## src/htd_pkg.sv

```systemverilog
// constants and types shared by the host timers and drop counter block
package htd_pkg;
    localparam int ADR_W = 8;
    localparam int DAT_W = 32;
    localparam int SEL_W = 4;

    localparam logic [7:0] OFS_TIMER_CONFIG = 8'h8c;
    localparam logic [7:0] OFS_TIMER_COUNT = 8'h90;
    localparam logic [7:0] OFS_FREE_RUN = 8'h9c;
    localparam logic [7:0] OFS_DROP = 8'ha0;
    localparam logic [7:0] OFS_IRQ_STATUS = 8'hb0;
    localparam logic [7:0] OFS_IRQ_MASK = 8'hb4;

    localparam int RUN_BIT = 29;
    localparam int IRQ_W = 2;
    localparam int IRQ_TIMER_BIT = 0;
    localparam int IRQ_HALF_BIT = 1;

    localparam logic [15:0] PRELOAD_RST = 16'hffff;
    localparam logic [15:0] COUNT_RST = 16'hffff;
    localparam logic [31:0] FREE_RUN_RST = 32'h0000_0000;
    localparam logic [31:0] DROP_RST = 32'h0000_0000;
    localparam logic [31:0] DROP_HALF = 32'h8000_0000;

    localparam int CLK_HZ = 100_000_000;
    localparam int FREE_RUN_HZ = 25_000_000;
    localparam int TICK_DIV = CLK_HZ / FREE_RUN_HZ;
    localparam int CLEAR_NS = 160;
    localparam int CLK_NS = 1_000_000_000 / CLK_HZ;
    // longest time rounds down, never below one cycle
    localparam int CLEAR_CYC = (CLEAR_NS / CLK_NS) < 1 ? 1 : (CLEAR_NS / CLK_NS);

    typedef struct packed {
        logic [1:0] div;
        logic [31:0] free_run_tick_count;
        logic [31:0] fr_snap;
        logic [15:0] timer_preload;
        logic run;
        logic [15:0] timer_current_count;
        logic [31:0] dropped_frame_count;
        logic [IRQ_W-1:0] sts;
        logic [IRQ_W-1:0] mask;
        logic ack;
        logic [31:0] rdat;
        logic irq;
        logic timer_evt;
        logic half_evt;
    } htd_state_t;
endpackage : htd_pkg

```

## src/htd_top.sv

```systemverilog
// host timers, free-running counter and dropped-frame counter behind wishbone
//
// The Wishbone register port was decided locally.
`timescale 1ns/10ps
// Notes on behaviour
// run bit set starts timer, cleared halts
// run falling edge forces preload to ffff
// 16-bit preload read/write, resets ffff
// current count readable, resets ffff
// timer events raise host interrupts
// free counter from zero, steps each 25MHz
// free counter wraps at maximum
// low half read snapshots whole count
// free counter clear within 160 ns
// free counter runs in all power states
// drop counter increments per dropped frame
// reading drop counter returns and clears
// halfway crossing raises interrupt event
// timer counts down, reloads, pulses event
// events are one-cycle pulses setting sticky bits
module htd_top
    import htd_pkg::*;
(
    input wire logic I_REF_CLK,
    input wire logic I_SYS_RST,
    input wire logic I_WB_CYC,
    input wire logic I_WB_STB,
    input wire logic I_WB_WE,
    input wire logic [htd_pkg::ADR_W-1:0] I_WB_ADR,
    input wire logic [htd_pkg::SEL_W-1:0] I_WB_SEL,
    input wire logic [htd_pkg::DAT_W-1:0] I_WB_DAT,
    input wire logic I_RX_DROP,
    output logic [htd_pkg::DAT_W-1:0] O_WB_DAT,
    output logic O_WB_ACK,
    output logic O_IRQ,
    output logic O_TIMER_EVT,
    output logic O_HALF_EVT
);
    import htd_pkg::*;

    htd_state_t state_ff;
    htd_state_t nxt_state;
    logic tick;
    logic acc;
    logic wr;
    logic rd;
    logic [7:0] adr;
    logic rd_drop;
    logic rd_fr_lo;

    function automatic logic [7:0] byte_merge(input logic [7:0] old, input logic [7:0] nw,
                                              input logic en);
        byte_merge = en ? nw : old;
    endfunction : byte_merge

    assign adr = {I_WB_ADR[7:2], 2'b00};
    assign tick = (state_ff.div == 2'(TICK_DIV - 1));
    assign acc = I_WB_CYC && I_WB_STB && !state_ff.ack;
    assign wr = acc && I_WB_WE;
    assign rd = acc && !I_WB_WE;
    assign rd_drop = rd && (adr == OFS_DROP);
    assign rd_fr_lo = rd && (adr == OFS_FREE_RUN) && (I_WB_SEL[1:0] != 2'b00);

    always_comb
    begin
        logic new_run;
        logic [15:0] new_load;
        logic [31:0] drop_base;
        new_run = 1'b0;
        new_load = 16'h0000;
        drop_base = 32'h0000_0000;
        nxt_state = state_ff;
        nxt_state.ack = acc;
        nxt_state.timer_evt = 1'b0;
        nxt_state.half_evt = 1'b0;
        // the counter never stops, there is no power-state gate on it
        nxt_state.div = tick ? 2'b00 : 2'(state_ff.div + 2'b01);
        if (tick)
        begin
            nxt_state.free_run_tick_count = state_ff.free_run_tick_count + 32'h1;
        end
        if (state_ff.run && tick)
        begin
            if (state_ff.timer_current_count == 16'h0000)
            begin
                nxt_state.timer_current_count = state_ff.timer_preload;
                nxt_state.timer_evt = 1'b1;
            end
            else
            begin
                nxt_state.timer_current_count = 16'(state_ff.timer_current_count - 16'h1);
            end
        end
        if (wr && adr == OFS_TIMER_CONFIG)
        begin
            new_run = I_WB_SEL[3] ? I_WB_DAT[RUN_BIT] : state_ff.run;
            new_load[7:0] = byte_merge(state_ff.timer_preload[7:0], I_WB_DAT[7:0], I_WB_SEL[0]);
            new_load[15:8] = byte_merge(state_ff.timer_preload[15:8], I_WB_DAT[15:8],
                                        I_WB_SEL[1]);
            nxt_state.timer_preload = new_load;
            if (new_run && !state_ff.run)
            begin
                nxt_state.timer_current_count = new_load;
            end
            if (!new_run && state_ff.run)
            begin
                nxt_state.timer_preload = PRELOAD_RST;
            end
            nxt_state.run = new_run;
        end
        // a frame dropped in the cycle of a clearing read is counted, not lost
        drop_base = rd_drop ? DROP_RST : state_ff.dropped_frame_count;
        nxt_state.dropped_frame_count = drop_base + {31'h0, I_RX_DROP};
        if (I_RX_DROP && (drop_base + 32'h1) == DROP_HALF)
        begin
            nxt_state.half_evt = 1'b1;
        end
        if (wr && adr == OFS_IRQ_STATUS && I_WB_SEL[0])
        begin
            nxt_state.sts = state_ff.sts & ~I_WB_DAT[IRQ_W-1:0];
        end
        if (wr && adr == OFS_IRQ_MASK && I_WB_SEL[0])
        begin
            nxt_state.mask = I_WB_DAT[IRQ_W-1:0];
        end
        // set wins over a write-one clear in the same cycle
        nxt_state.sts[IRQ_TIMER_BIT] = nxt_state.sts[IRQ_TIMER_BIT] | nxt_state.timer_evt;
        nxt_state.sts[IRQ_HALF_BIT] = nxt_state.sts[IRQ_HALF_BIT] | nxt_state.half_evt;
        nxt_state.irq = |(nxt_state.sts & nxt_state.mask);
        if (rd_fr_lo)
        begin
            nxt_state.fr_snap = state_ff.free_run_tick_count;
        end
        if (rd)
        begin
            unique case (adr)
                OFS_TIMER_CONFIG: nxt_state.rdat = {2'b00, state_ff.run, 13'h0000,
                                                    state_ff.timer_preload};
                OFS_TIMER_COUNT: nxt_state.rdat = {16'h0000, state_ff.timer_current_count};
                // upper-only read returns the snapshot so halves stay coherent
                OFS_FREE_RUN: nxt_state.rdat = rd_fr_lo ? state_ff.free_run_tick_count
                                                        : state_ff.fr_snap;
                OFS_DROP: nxt_state.rdat = state_ff.dropped_frame_count;
                OFS_IRQ_STATUS: nxt_state.rdat = {30'h0, state_ff.sts};
                OFS_IRQ_MASK: nxt_state.rdat = {30'h0, state_ff.mask};
                default: nxt_state.rdat = 32'h0000_0000;
            endcase
        end
    end

    always_ff @(posedge I_REF_CLK)
    begin
        if (I_SYS_RST)
        begin
            // reset acts in one edge, well inside the clearing allowance
            state_ff <= '0;
            state_ff.free_run_tick_count <= FREE_RUN_RST;
            state_ff.timer_preload <= PRELOAD_RST;
            state_ff.timer_current_count <= COUNT_RST;
            state_ff.dropped_frame_count <= DROP_RST;
        end
        else
        begin
            state_ff <= nxt_state;
        end
    end

    assign O_WB_DAT = state_ff.rdat;
    assign O_WB_ACK = state_ff.ack;
    assign O_IRQ = state_ff.irq;
    assign O_TIMER_EVT = state_ff.timer_evt;
    assign O_HALF_EVT = state_ff.half_evt;
endmodule : htd_top

```

## config.mk

```make
export PLATFORM = sky130hd
export DESIGN_NAME = htd_top
export DESIGN_NICKNAME = d
export VERILOG_FILES = /design/src/htd_pkg.sv /design/src/htd_top.sv
export SDC_FILE = /design/constraint.sdc
export NUM_CORES = 1
export LEC_CHECK = 0
export BUFFER_PORTS_ARGS = -buffer_cell sky130_fd_sc_hd__clkbuf_2
export CORE_MARGIN = 2
export CORE_UTILIZATION = 30
export CTS_BUF_LIST = sky130_fd_sc_hd__clkbuf_8
export DETAILED_ROUTE_END_ITERATION = 10
export HOLD_SLACK_MARGIN = 0.05
export PLACE_DENSITY_LB_ADDON = 0.15
export SYNTH_ARGS = -nofsm -noshare
export SYNTH_HDL_FRONTEND = slang
export SYNTH_SLANG_ARGS = --single-unit
```

## constraint.sdc

```tcl
create_clock -name I_REF_CLK -period 11.04 [get_ports I_REF_CLK]
set_input_delay 1.104 -clock I_REF_CLK [delete_from_list [all_inputs] [get_ports I_REF_CLK]]
set_output_delay 1.104 -clock I_REF_CLK [all_outputs]
set_load 0.05 [all_outputs]
```

==> metrics <==
HP Start=state_ff[169]; clk_lat worst skew=around 470 ps; critical path's top delay family=simple AND/OR/NAND/NOR gates; ys async rst share=0; IO Port Bufs=67; clk sink count=between 150 and 200; final setup fails=0; initial core utilization=0.302; Root Buffer=clkbuf_8; FMAX=230 MHz; Final Cycle Share=0.394; crit path launch type=input port; CP max stage delay=a little over 600 ps; drt pass-1 iters=5; top cells by area, synth=dfxtp_1 (39%), nor2_1 (7.6%), mux2i_1 (5.5%); die width=roughly 180 um; simple-gate area share of the yosys netlist=0.256; # resized after CTS=0; largest net degree at the start of global routing=62; PD cells=123 mW/mm^2; first-pass GRT wire length=roughly 42,000 um; category of the worst setup path capture point=register; RR Startpoint=O_WB_ACK; Worst Path Required=between 10,000 and 15,000 ps; Residual DRC=0; Placement Setup Slack=roughly 6100 ps; Setup TNS=0 ps; share of cells above drive strength 1=0.112; Post-Syn Area=0.00889 mm^2; Comb power frac=0.064; Final Hold Fails=0; Seq/Total Area, Yosys=0.385; Sw Share=0.261; most frequent cells in the layout=nor2_1 (179), dfxtp_1 (171), nand2_1 (106), o21ai_0 (78), clkbuf_2 (66); total power=roughly 1200 uW; NumNets Final=between 1,000 and 1,500; Inst Count DP=between 1,000 and 1,500; clk_skew=roughly 18 ps; max-cap viol count=0; RSZ-0062 raised after global routing=no; WL/cell=~17 um; Slew Limit Headroom=0.211; min Tclk post-route=4350 ps; Cell variety after synth=67; Compound-Gate Fraction of Synth Area=0.165; Post-Syn Nets=around 1,200; CTS tree=done; clock transition at the registers of the reported paths=100 ps; top cell type's share of synthesized area=0.385; Worst IR Drop VDD=0.0000752 V; Finished Layout Cells=about 1,500; post-route setup slack=6690 ps; clock power share=0.405; most frequent CP cell=nand3_1; DR vias/cell=around 5; Final Slew Violations=0; initial antenna violation count=0; Top FF cell, synth=dfxtp_1; CP max stage cell=nor4_1; vias after detailed routing=approximately 7,600; DP HPWL=approximately 18,000 um; total grt overflow=0; Synth Area in XOR/XNOR=0.0591; final WL=approximately 26,000 um; clk buf depth=2; worst setup path category=input port to register; area grow syn2layout=8.70%; vertical die dimension=about 180 um; Leak=about 0.0033 uW; number of placement rows=63; outcome=finished, final reports clean; Inserted Diodes=0; io pins=86; DRT iter0 DRCs=between 300 and 400; largest area contributor in the synthesized netlist=dfxtp_1; worst path bufs/invs=3; setup bufs post-CTS=0; post-cts hold buffer count=0; largest family of logic cells by synthesized area=simple AND/OR/NAND/NOR gates; post-synthesis cell count=around 1,100; GRT Resource Usage Total=0.173; Util after Layout=0.329; Pint=around 880 uW; Die ar.=around 0.031 mm^2; sequential share of power=0.531; number of H-tree levels=4; Sw Pwr=309 uW; most common cell after layout, fill and taps aside=nor2_1; Placer Congestion=approximately 0.84; Slew @ Worst Pin=1180 ps; CORE AREA=a little under 0.03 mm^2; vias in the first global route=around 7,300; yosys warns=0; Critical Path Source=I_WB_CYC; area share of fa/ha/maj cells after synthesis=0.00845; post-synthesis mux area share=0.0565; CP Data Arrival Time=~4700 ps; post-synthesis register bit count=between 150 and 200; Num CTS Buffers=17; EDFF count, synth=0; ANT nets after route=0; syn avg cell area=around 8 um^2; cell chain of the critical path=clkbuf_2 -> nor4bb_4 -> buf_4 -> nand3_1 -> buf_4 -> and2_1 -> ha_1 -> nand3_1 -> or3_1 -> nor4_1 -> nand3_1 -> or3_1 -> a21oi_1; Min-Delay Path Class=register to register; CP max FO=52
## path summary, 6_finish.rpt
path	end	slack, ps	cells after the start
max	state_ff[71]	6690	13
min	state_ff[169]	440	1
max reg2reg	state_ff[71]	7110	12
min reg2reg	state_ff[169]	440	1
## cells in the mapped netlist, types with 3 or more instances
cell type and number:
nand2_1 106, o221ai_1 4, nand4_1 26, nor2_1 180, ha_1 6, xnor2_1 32, nand3b_1 4, dfxtp_1 171
o211ai_1 29, nor2b_1 5, o21ai_0 78, xor2_1 28, a221o_1 16, mux2i_1 49, nor4b_1 3, nand2b_1 6
and2_1 10, clkbuf_1 60, a211oi_1 24, o2bb2ai_1 3, and4_1 6, a31oi_1 4, a21oi_1 34, nand3_1 39
or3_1 18, nor4_1 16, o22ai_1 17, and3_1 9, buf_2 10, buf_4 37, inv_1 15, nor3_1 22
## sequential cells by signal, summed over array words and instances (netlist names)
| register | cells |
|---|---|
| O_HALF_EVT | 1 |
| state_ff | 135 |
| O_WB_DAT | 32 |
| O_WB_ACK | 1 |
| O_TIMER_EVT | 1 |
| O_IRQ | 1 |
## stage by stage
step | instance area, um^2 | hold slack, ps
global route | 9660 | 454
CTS | 9660 | 438
global placement | 9250 | 414
finish | 9660 | 436
detailed placement | 9250 | 422
floorplan | 8890 | 404
## power by group through the flow
stage	combinational, uW	clock (uW)	sequential [uW]
3_3_place_gp	76.8	0	644
4_1_cts	77.2	499	629
6_report	76.0	480	629
3_5_place_dp	77.1	0	644
2_1_floorplan	59.8	0	642
5_1_grt	83.2	525	631
## cell families (layout without fill, tap and decap cells)
kind of cell    Yosys count  after routing
simple gates            472            472
compound gates          226            226
flops                   171            171
buf+inv                 125            121
xor+xnor                 60             60
mux                      50             50
fa+ha+maj                 6              6
## routing by layer
layer / wire length (um) / GRT usage
met2: 12300 / 0.285
met3: 767 / 0.0271
met1: 12800 / 0.237
met4: 233 / 0.0420
met5: 0 / 0
## cell type report
| cell class | count | area [um^2] |
|---|---|---|
| Fill cell | 3181 | 19700 |
| Timing Repair Buffer | 76 | 405 |
| Inverter | 15 | 56.3 |
| Tap cell | 390 | 488 |
| Clock inverter | 12 | 163 |
| Sequential cell | 171 | 3420 |
| Clock buffer | 18 | 248 |
| Multi-Input combinational cell | 814 | 4880 |
Note: power is estimated with default switching activity, not from simulation.
